$ cat config.mk
export PLATFORM = sky130hd
export DESIGN_NAME = vicx_irq_ctrl
export DESIGN_NICKNAME = d
export VERILOG_FILES = /design/src/design/vicx_pkg.sv /design/src/design/vicx_arbiter.sv /design/src/design/vicx_irq_ctrl.sv
export SDC_FILE = /design/constraint.sdc
export NUM_CORES = 1
export LEC_CHECK = 0
export ABC_AREA = 1
export BUFFER_PORTS_ARGS = -buffer_cell sky130_fd_sc_hd__buf_2
export CORE_ASPECT_RATIO = 0.6
export CORE_UTILIZATION = 44
export DETAILED_ROUTE_END_ITERATION = 7
export PLACE_DENSITY = 0.89
export SYNTH_ARGS = -nofsm -noshare
export SYNTH_HDL_FRONTEND = slang
export SYNTH_HIERARCHICAL = 1
export SYNTH_SLANG_ARGS = --single-unit
$ cat constraint.sdc
create_clock -name i_clk_sys -period 1.52 [get_ports i_clk_sys]
set_input_delay 0.076 -clock i_clk_sys [delete_from_list [all_inputs] [get_ports i_clk_sys]]
set_output_delay 0.076 -clock i_clk_sys [all_outputs]
set_load 0.01 [all_outputs]
$ cat src/design/vicx_pkg.sv
package vicx_pkg;

  // Register map
  localparam logic [7:0] IRQ_ENABLE_MAIN_ADDR  = 8'ha8;
  localparam logic [7:0] IRQ_ENABLE_MAIN_RESET = 8'h00;
  // Bit-address block of the enable register (byte address / 8)
  localparam logic [4:0] IRQ_ENABLE_BIT_BLOCK  = 5'h15;

  // Field positions in irq_enable_main
  localparam int GLOBAL_IRQ_GATE_POS        = 7;
  localparam int SERIAL_PERIPH_IRQ_MASK_POS = 6;
  localparam int TIMER2_IRQ_MASK_POS        = 5;
  localparam int UART_IRQ_MASK_POS          = 4;
  localparam int TIMER1_IRQ_MASK_POS        = 3;
  localparam int EXT_INPUT1_IRQ_MASK_POS    = 2;
  localparam int TIMER0_IRQ_MASK_POS        = 1;
  localparam int EXT_INPUT0_IRQ_MASK_POS    = 0;

  // Arbitration slots, in fixed order; slot 7 carries the LIN source
  localparam int          NUM_SLOTS     = 8;
  localparam int          NUM_AUTO      = 4;
  localparam logic [2:0]  SLOT_LIN      = 3'h7;
  localparam logic [2:0]  SLOT_AUTO_END = 3'h4;

  // Vector addresses
  localparam logic [15:0] VEC_FIRST = 16'h0003;
  localparam logic [15:0] VEC_LIN   = 16'h0073;

  // Reset values of held state
  localparam logic [3:0]  AUTO_FLAGS_RESET = 4'h0;
  localparam logic [1:0]  IN_SERVICE_RESET = 2'h0;
  localparam logic [15:0] VECTOR_RESET     = 16'h0000;

endpackage : vicx_pkg
$ cat src/design/vicx_arbiter.sv
`timescale 1ns/100ps
module vicx_arbiter (
  input  wire logic [7:0] i_active,
  input  wire logic [7:0] i_high,
  input  wire logic       i_srv_hi,
  input  wire logic       i_srv_lo,
  output logic            o_valid,
  output logic [2:0]      o_idx,
  output logic            o_level
);
  import vicx_pkg::*;

  logic       hit_hi;
  logic       hit_lo;
  logic [2:0] idx_hi;
  logic [2:0] idx_lo;

  always_comb begin
    hit_hi = 1'b0;
    hit_lo = 1'b0;
    idx_hi = 3'h0;
    idx_lo = 3'h0;
    // Descending scan so the lowest slot is left standing
    for (int i = NUM_SLOTS - 1; i >= 0; i--) begin
      if (i_active[i] && i_high[i]) begin
        hit_hi = 1'b1;
        idx_hi = 3'(i);
      end
      if (i_active[i] && !i_high[i]) begin
        hit_lo = 1'b1;
        idx_lo = 3'(i);
      end
    end
    o_valid = 1'b0;
    o_idx   = 3'h0;
    o_level = 1'b0;
    // high preempts low
    if (hit_hi && !i_srv_hi) begin
      o_valid = 1'b1;
      o_idx   = idx_hi;
      o_level = 1'b1;
    // equal level waits
    end else if (hit_lo && !i_srv_hi && !i_srv_lo) begin
      o_valid = 1'b1;
      o_idx   = idx_lo;
      o_level = 1'b0;
    end
  end

endmodule // vicx_arbiter

$ cat src/design/vicx_irq_ctrl.sv
`timescale 1ns/100ps
// Overview of operation
// Sample all pending requests and arbitrate them every system clock.
// Best case: one detect cycle, then the core's four-cycle call.
// After a return, one more instruction completes before the next call.
// Worst case eighteen clocks: detect, return, divide, then call.
// Equal or higher level handler running blocks a new request.
// Each source vectors to its own address, eight bytes apart, fixed order; the LIN slot vectors to 0x0073 instead of 0x003B.
// LIN pending flag clears only through the LIN clear control.
// Enable bit 7 gates all sources; at 1 each mask decides.
// Enable bits 6..0 mask SPI, T2, UART, T1, ext1, T0, ext0.
// Timer 2 mask admits either low or high byte overflow flag.
// Enable register at 0xA8, any page, bit access, resets to zero.
// External mask admits pin events; timer masks admit overflow flags.
// High level preempts low, never preempted; fixed order breaks ties.
// Pending flags set regardless of enable; disabled ones are ignored.
// Flag still set after return raises a new request once the next instruction completes.
// Ext and timer 0/1 flags self-clear on vectoring; others stay.
module vicx_irq_ctrl (
  input  wire logic                 i_clk_sys,
  input  wire logic                 i_srst,
  input  wire logic [7:0]           i_sfr_addr,
  input  wire logic                 i_sfr_wr,
  input  wire logic [7:0]           i_sfr_wdata,
  input  wire logic                 i_sfr_rd,
  input  wire logic                 i_sfr_bit_wr,
  input  wire logic [7:0]           i_sfr_bit_addr,
  input  wire logic                 i_sfr_bit_val,
  output logic [7:0]                o_sfr_rdata,
  input  wire logic                 i_ext_input_zero,
  input  wire logic                 i_ext_input_one,
  input  wire logic                 i_timer0_overflow_flag,
  input  wire logic                 i_timer1_overflow_flag,
  input  wire logic [vicx_pkg::NUM_AUTO-1:0] i_auto_flag_set,
  input  wire logic [vicx_pkg::NUM_AUTO-1:0] i_auto_flag_clr,
  output logic [vicx_pkg::NUM_AUTO-1:0]      o_auto_flags,
  input  wire logic                 i_uart_pending,
  input  wire logic                 i_timer2_low_overflow_flag,
  input  wire logic                 i_timer2_high_overflow_flag,
  input  wire logic                 i_spi_pending,
  input  wire logic                 i_lin_event,
  input  wire logic                 i_lin_flag_clear_ctl,
  input  wire logic                 i_lin_irq_en,
  output logic                      o_lin_pending_flag,
  input  wire logic [7:0]           i_slot_high_prio,
  input  wire logic                 i_instr_done,
  input  wire logic                 i_reti_done,
  input  wire logic                 i_call_ack,
  output logic                      o_call_req,
  output logic [15:0]               o_call_vector,
  output logic [1:0]                o_in_service
);
  import vicx_pkg::*;

  // Vector address of an arbitration slot
  function automatic logic [15:0] vec_of(input logic [2:0] slot);
    if (slot == SLOT_LIN) begin
      return VEC_LIN;
    end
    return VEC_FIRST + {10'h000, slot, 3'h0};
  endfunction

  // Enable register
  logic [7:0] enable_ff;
  logic [7:0] nxt_enable;
  logic [7:0] rdata_ff;
  logic [7:0] nxt_rdata;

  always_comb begin
    nxt_enable = enable_ff;
    // byte and bit access
    if (i_sfr_wr && i_sfr_addr == IRQ_ENABLE_MAIN_ADDR) begin
      nxt_enable = i_sfr_wdata;
    end else if (i_sfr_bit_wr &&
                 i_sfr_bit_addr[7:3] == IRQ_ENABLE_BIT_BLOCK) begin
      nxt_enable[i_sfr_bit_addr[2:0]] = i_sfr_bit_val;
    end
    nxt_rdata = 8'h00;
    if (i_sfr_rd && i_sfr_addr == IRQ_ENABLE_MAIN_ADDR) begin
      nxt_rdata = enable_ff;
    end
  end

  always_ff @(posedge i_clk_sys) begin
    if (i_srst) begin
      enable_ff <= IRQ_ENABLE_MAIN_RESET;
      rdata_ff  <= 8'h00;
    end else begin
      enable_ff <= nxt_enable;
      rdata_ff  <= nxt_rdata;
    end
  end

  // Pin synchronisers and falling-edge detect
  logic [1:0] pin_meta_ff;
  logic [1:0] pin_sync_ff;
  logic [1:0] pin_last_ff;
  logic [1:0] pin_fall;

  always_ff @(posedge i_clk_sys) begin
    if (i_srst) begin
      pin_meta_ff <= 2'h3;
      pin_sync_ff <= 2'h3;
      pin_last_ff <= 2'h3;
    end else begin
      pin_meta_ff <= {i_ext_input_one, i_ext_input_zero};
      pin_sync_ff <= pin_meta_ff;
      pin_last_ff <= pin_sync_ff;
    end
  end

  assign pin_fall = pin_last_ff & ~pin_sync_ff;

  // Held pending flags and CPU handshake state
  logic [NUM_AUTO-1:0] auto_ff;
  logic [NUM_AUTO-1:0] nxt_auto;
  logic [NUM_AUTO-1:0] auto_evt;
  logic [NUM_AUTO-1:0] auto_ack_clr;
  logic                lin_ff;
  logic                nxt_lin;
  logic                hold_ff;
  logic                nxt_hold;
  logic [1:0]          srv_ff;
  logic [1:0]          nxt_srv;
  logic                req_ff;
  logic                nxt_req;
  logic [2:0]          slot_ff;
  logic [2:0]          nxt_slot;
  logic                level_ff;
  logic                nxt_level;
  logic [15:0]         vec_ff;
  logic [15:0]         nxt_vec;
  logic [7:0]          flag_vec;
  logic [7:0]          mask_vec;
  logic [7:0]          active;
  logic                arb_valid;
  logic [2:0]          arb_idx;
  logic                arb_level;

  // pin events and overflow flags
  assign auto_evt = {i_timer1_overflow_flag, pin_fall[1],
                     i_timer0_overflow_flag, pin_fall[0]};

  // either timer 2 flag
  assign flag_vec = {lin_ff, i_spi_pending,
                     i_timer2_low_overflow_flag | i_timer2_high_overflow_flag,
                     i_uart_pending, auto_ff};
  // per-source masks
  assign mask_vec = {i_lin_irq_en, enable_ff[SERIAL_PERIPH_IRQ_MASK_POS:0]};
  // global gate
  // flags ignored when masked
  assign active = enable_ff[GLOBAL_IRQ_GATE_POS] ?
                  (flag_vec & mask_vec) : 8'h00;

  vicx_arbiter u_arbiter (
    .i_active (active),
    .i_high   (i_slot_high_prio),
    .i_srv_hi (srv_ff[1]),
    .i_srv_lo (srv_ff[0]),
    .o_valid  (arb_valid),
    .o_idx    (arb_idx),
    .o_level  (arb_level)
  );

  always_comb begin
    // auto-clear on vectoring
    auto_ack_clr = '0;
    if (i_call_ack && slot_ff < SLOT_AUTO_END) begin
      auto_ack_clr[slot_ff[1:0]] = 1'b1;
    end
    // set wins over clear
    nxt_auto = auto_evt | i_auto_flag_set |
               (auto_ff & ~(auto_ack_clr | i_auto_flag_clr));
    // LIN flag clear control only
    nxt_lin = i_lin_event | (lin_ff & ~i_lin_flag_clear_ctl);
    // one instruction after return
    // hold spans next instruction
    nxt_hold = hold_ff;
    if (i_reti_done) begin
      nxt_hold = 1'b1;
    end else if (i_instr_done) begin
      nxt_hold = 1'b0;
    end
    // in-service levels
    nxt_srv = srv_ff;
    if (i_reti_done) begin
      if (srv_ff[1]) begin
        nxt_srv[1] = 1'b0;
      end else begin
        nxt_srv[0] = 1'b0;
      end
    end
    if (i_call_ack) begin
      nxt_srv[level_ff] = 1'b1;
    end
    // arbitrate every clock
    // one detect cycle
    // flag left set re-requests
    nxt_req   = arb_valid && !hold_ff && !i_reti_done && !i_call_ack;
    nxt_slot  = slot_ff;
    nxt_level = level_ff;
    nxt_vec   = vec_ff;
    if (arb_valid && !i_call_ack) begin
      nxt_slot  = arb_idx;
      nxt_level = arb_level;
      // fixed vector per source
      nxt_vec   = vec_of(arb_idx);
    end
  end

  always_ff @(posedge i_clk_sys) begin
    if (i_srst) begin
      auto_ff  <= AUTO_FLAGS_RESET;
      lin_ff   <= 1'b0;
      hold_ff  <= 1'b0;
      srv_ff   <= IN_SERVICE_RESET;
      req_ff   <= 1'b0;
      slot_ff  <= 3'h0;
      level_ff <= 1'b0;
      vec_ff   <= VECTOR_RESET;
    end else begin
      auto_ff  <= nxt_auto;
      lin_ff   <= nxt_lin;
      hold_ff  <= nxt_hold;
      srv_ff   <= nxt_srv;
      req_ff   <= nxt_req;
      slot_ff  <= nxt_slot;
      level_ff <= nxt_level;
      vec_ff   <= nxt_vec;
    end
  end

  assign o_call_req         = req_ff;
  assign o_call_vector      = vec_ff;
  assign o_sfr_rdata        = rdata_ff;
  assign o_auto_flags       = auto_ff;
  assign o_lin_pending_flag = lin_ff;
  assign o_in_service       = srv_ff;

endmodule // vicx_irq_ctrl

== Word level (Yosys, flattened, before mapping) ==
Index checks and enable logic that the tools add are counted.
Storage, ports and cells
  bits in registers: 51
Cells by class
  reductions and logical operators: 46
  bitwise logic cells: 14
  add/sub/neg operators: 1
  order comparisons: 7
  eq/ne operators: 3
  multiplexer cells: 57
Operators by type and width (number)
  3-bit 2-to-1 mux: 18
  16-bit 2-to-1 mux: 2
  1-bit logical AND: 30
  1-bit 2-to-1 mux: 27
  8-bit 2-to-1 mux: 3
  1-bit zero test: 13
  4-bit bitwise OR: 3
  8-bit AND: 1
  8-bit bitwise mux: 1
  8-bit == test, second input constant: 1
  2-bit by 6-bit adder with 7-bit output, first input constant: 1
  5-bit == test, second input constant: 1
  4-bit AND: 1
  3-bit by 4-bit less-than comparator with 1-bit output, second input constant: 1
  2-bit 2-to-1 mux: 2
  4-bit 2-to-1 mux: 1
  4-bit inverter: 1
  2-bit nonzero test: 2
  1-bit demux with 3-bit select: 1
  3-bit == test, second input constant: 1
  3-bit by 1-bit >= comparator with 1-bit output, second input constant: 1
  2-bit by 3-bit less-than comparator with 1-bit output, second input constant: 1
  3-bit less-than comparator, second input constant: 1
  2-bit AND: 1
  11 further kinds: 13

== Longest topological paths before layout ==
  depth in word-level cells: 20
  depth in mapped cells: 15
  depth with buffers taken out: 15

== Modules after synthesis ==
Netlist, hierarchy kept.
Modules (own cells, without submodules)
  vicx_irq_ctrl: times used 1, area an instance 1948.1 sq um, cells an instance 280
  vicx_arbiter: times used 1, area an instance 322.8 sq um, cells an instance 77

== Least setup slack after synthesis ==
Ideal clock, no wire load.
  path type: flip-flop to flip-flop
  start point: register enable_ff[7]
  end point: register vec_ff[3] (netlist: o_call_vector[3])
  setup slack: -0.126 ns
  cell stages (with the launch flop): 13
  data arrival time: 1.577 ns
  path buffers: 0
  cell sequence: dfxtp_1 clkinv_1 nor3_1 nand2_1 nand2_1 nor2_2 nand2_2 nand2_4 nand2_1 nand2_2 inv_1 nand3_1 a21oi_1
On the way
  elaborated cells between the ends (all ways): 62
  those cells by class: add/sub: 1; eq/ne: 1; mux: 40; reduce/logical: 20
RTL lines
  start: declaration: line vicx_irq_ctrl.sv:64  | logic [7:0] enable_ff;
  start signal: assignment: line vicx_irq_ctrl.sv:89  | enable_ff <= nxt_enable;
  8-bit 2-to-1 mux *: line vicx_irq_ctrl.sv:152  | assign active = enable_ff[GLOBAL_IRQ_GATE_POS] ?
  net active[5]: line vicx_irq_ctrl.sv:135  | logic [7:0] active;
  1-bit logical AND: line vicx_arbiter.sv:29  | if (i_active[i] && !i_high[i]) begin
  1-bit 2-to-1 mux (6 in a row): line vicx_arbiter.sv:29
  1-bit logical AND (2 in a row): line vicx_arbiter.sv:43  | end else if (hit_lo && !i_srv_hi && !i_srv_lo) begin
  1-bit 2-to-1 mux: line vicx_arbiter.sv:43
  1-bit 2-to-1 mux *: line vicx_arbiter.sv:38  | if (hit_hi && !i_srv_hi) begin
  net arb_valid: line vicx_irq_ctrl.sv:136  | logic arb_valid;
  1-bit logical AND *: line vicx_irq_ctrl.sv:203  | if (arb_valid && !i_call_ack) begin
  end signal: assignment: line vicx_irq_ctrl.sv:229  | vec_ff <= nxt_vec;
  end: declaration: line vicx_irq_ctrl.sv:131  | logic [15:0] vec_ff;
Mark *: on every way through the listed nets, which the timed path passes. The rest lies on a longest branch. The select of a mux whose other input is x is not followed.
A chain may end at the register's enable or synchronous reset.

== Worst setup path after layout ==
  start point: register enable_ff[7]
  end point: register slot_ff[1]
On the way
  elaborated cells between the ends (all ways): 57
  those cells by class: mux: 37; reduce/logical: 20
RTL lines
  8-bit 2-to-1 mux *: line vicx_irq_ctrl.sv:152
  net active[5]: line vicx_irq_ctrl.sv:135
  1-bit logical AND: line vicx_arbiter.sv:29
  1-bit 2-to-1 mux (6 in a row): line vicx_arbiter.sv:29
  1-bit logical AND (2 in a row): line vicx_arbiter.sv:43
  1-bit 2-to-1 mux: line vicx_arbiter.sv:43
  1-bit 2-to-1 mux *: line vicx_arbiter.sv:38
  net arb_valid: line vicx_irq_ctrl.sv:136
  1-bit logical AND *: line vicx_irq_ctrl.sv:203
  end signal: assignment: line vicx_irq_ctrl.sv:227  | slot_ff <= nxt_slot;
  end: declaration: line vicx_irq_ctrl.sv:127  | logic [2:0] slot_ff;
Mark *: on every way through the listed nets, which the timed path passes. The rest lies on a longest branch.

==> run metrics <==
Initial Util=47.8%; First-pass DRT Iterations=5; Mapped Area=2270 sq um; setup tns final=-1.35 ns; sequential share of power=51.0%; Post-Synthesis Cells=approximately 360; CP max stage delay=0.41 ns; status=complete, but fails checks; Via Count=~2600; Crit path top cell by count=nand2_2; number of CTS-inserted buffers=5; Setup Skew=0.0141 ns; pwr/cell area=roughly 690 nW/um^2; n_diodes=0; row count=19; routed len/inst=12.0 um; Clock power frac=36.2%; first-pass GRT wire length=between 9 and 10 mm; critical path class=flip-flop to flip-flop; worst reg-to-reg path cell count=12; WP depth=12; hpwl dp=between 4 and 5 mm; Worst Setup End Kind=flip-flop; sequential fraction of the synthesis area=a little over a third; critical path startpoint category=flip-flop; number of max-cap violations=0; Critical Path Fanout Max=7; failing checks=setup timing; initial DRC count=between 100 and 150; hold path cells=4; total global routing overflow=0; largest net degree at the start of global routing=20; port bufs=81; core area=4750 sq um; H-tree depth=2; flops & latches, synth=40; Tcrit/Tclk final=111%; final wirelength=approximately 6.3 mm; Worst Path Buf+Inv=2; worst min path class=input pin to flip-flop; Clk pin slew, worst setup/hold paths=approximately 0.09 ns; fin crit period=1.69 ns; LEAKAGE=1.61 nW; gpl congestion=about 0.96; Psw=around 0.56 mW; vias per cell=4.90; Clock Latency Late Sink=0.31 ns; Sw Share=between 20% and 30%; Unique masters post-synth=31; layout overhead on the synthesized area=34.5%; crit-path cells=inv_8 -> nor3_4 -> nand2_2 -> nand2_2 -> nor2_4 -> nand2_2 -> nand2_4 -> nand2_1 -> nand2_4 -> inv_4 -> nand2_1 -> a21oi_1; CP Data Arrival Time=roughly 1.9 ns; number of global-route vias before repair=around 2200; CP max stage cell=dfxtp_4; Top Ports=92; YS warnings=6; mean area per synthesized cell=around 6.4 sq um; Die X=94.7 um; clk sink count=40; initial antenna violation count=0; Clock Tree Buf Depth=2; Comb pwr share=12.7%; Total GRT Usage=22.6%; root buffer cell=clkbuf_8; setup slack after layout=-0.173 ns; DRC=0; Critical Path RT=around 1.8 ns; fin. max-slew vios=0; Setup Viol. Count Final=10; Top delay family on crit path=simple AND/OR/NAND/NOR gates; VDD IR-drop max=0.000437 V; Final Hold Fails=0; fmax=591 MHz; P_int=1.55 mW; layout cell share with drive strength beyond 1=34.5%; Power Total=2.11 mW; RSZ-0062 raised after global routing=yes; DIE AREA=5460 sq um; Detail Route Antenna Nets=0; Die Y=57.7 um; Hold WS=0.0239 ns; CTS tree=yes; fin nets=520
## cell usage after synthesis
library cell	n	area, sq um
clkbuf_8	1	13.8
inv_2	5	18.8
nand3_1	19	95.1
nor3_1	7	35.0
nand2_4	1	11.3
nand2_1	102	383
dfxtp_1	40	801
buf_4	11	82.6
nor2_2	4	25.0
nand4_1	5	31.3
buf_2	1	5.00
nor2_4	4	45.0
o21ai_0	5	25.0
nand3_2	1	10.0
a21oi_1	21	105
clkinv_1	1	3.75
conb_1	1	3.75
nand2_2	8	50.1
nor4_1	1	6.26
or2_2	4	25.0
clkbuf_1	2	7.51
nor2_1	54	203
inv_1	43	161
o22ai_1	1	6.26
nand3_4	1	17.5
o21ai_1	2	10.0
a31oi_1	4	25.0
nand3b_1	3	22.5
nand4_2	1	12.5
buf_6	1	11.3
and2_1	3	18.8
## cell type report
cell class / count / area [sq um]
Multi-Input combinational cell: 261 / 1290
Fill cell: 435 / 1700
Sequential cell: 40 / 805
Tap cell: 63 / 78.8
Clock inverter: 2 / 15.0
Inverter: 49 / 194
Timing Repair inverter: 1 / 6.26
Clock buffer: 6 / 82.6
Timing Repair Buffer: 102 / 583
## through the flow
step	setup WS, ns	cell area, sq um	instances	util [%]
5_1_grt	-0.268	3060	524	64.3
3_3_place_gp	-0.119	2780	508	58.5
3_5_place_dp	-0.219	2780	508	58.5
4_1_cts	-0.122	3000	524	63.2
6_report	-0.173	3060	524	64.3
2_1_floorplan	0.0120	2310	366	-
## final timing paths
kind                      startpoint              end  slack, ns
setup / recovery        enable_ff[7]       slot_ff[1]      -0.17
hold / removal    i_auto_flag_clr[3]  o_auto_flags[3]       0.02
setup reg to reg        enable_ff[7]       slot_ff[1]      -0.17
hold reg to reg       pin_meta_ff[0]   pin_sync_ff[0]       0.42
## placed cells by master (no fill, tap or decap), drive strengths merged, types with 5 or more instances in the layout
cell / instances
clkbuf: 6
nand4: 6
conb: 10
o21ai: 7
dlygate4sd3: 5
nand2: 111
dfxtp: 40
nor3: 7
inv: 50
buf: 97
nor2: 62
nand3: 21
a21oi: 21
## cells by family after synthesis
kind of cell,Yosys count,share of synthesized area (%)
AOI/OAI and AO/OA,33,7.55
other,1,0.165
and+or+nand+nor,218,43.6
buffers and inverters,65,13.4
DFF,40,35.3
## layer usage
metal	up-vias	GRT usage (%)	share of wire, %
met1	1148	31.1	47
met3	16	4.33	6.6
met5	-	0	0
met2	109	36.0	45
met4	0	7.79	2.2
li1	1296	-	-
## worst register-to-register path: stages, from the launching register on
cell     delay (ns)
dfxtp_4        0.41
inv_8          0.05
nor3_4         0.23
nand2_2        0.11
nand2_2        0.11
nor2_4         0.05
nand2_2        0.07
nand2_4        0.07
nand2_1        0.11
nand2_4        0.09
inv_4          0.09
nand2_1        0.09
a21oi_1        0.14
## power groups by stage
stage / combinational, mW / sequential [mW] / clock, mW
final: 0.269 / 1.08 / 0.765
after floorplan: 0.137 / 1.11 / 0
after CTS: 0.264 / 1.08 / 0.777
after detailed placement: 0.251 / 1.10 / 0
after global routing: 0.297 / 1.08 / 0.805
after global placement: 0.243 / 1.10 / 0
## flip-flops by register name, summed over array words and instances (netlist names), 2 cells and up
| name | flops |
|---|---|
| o_sfr_rdata | 8 |
| pin_sync_ff | 2 |
| o_in_service | 2 |
| slot_ff | 3 |
| pin_last_ff | 2 |
| enable_ff | 8 |
| pin_meta_ff | 2 |
| o_call_vector | 5 |
| o_auto_flags | 4 |
## what timing repair did
action | CTS | global route
hold endpoints to repair | 5 | 0
pin swaps | 10 | 9
gates cloned | 1 | 0
setup endpoints to repair | 10 | 10
setup buffers | 2 | 0
gates resized for setup | 16 | 17
hold buffers | 5 | 0
(Power assumes the default switching activity.)
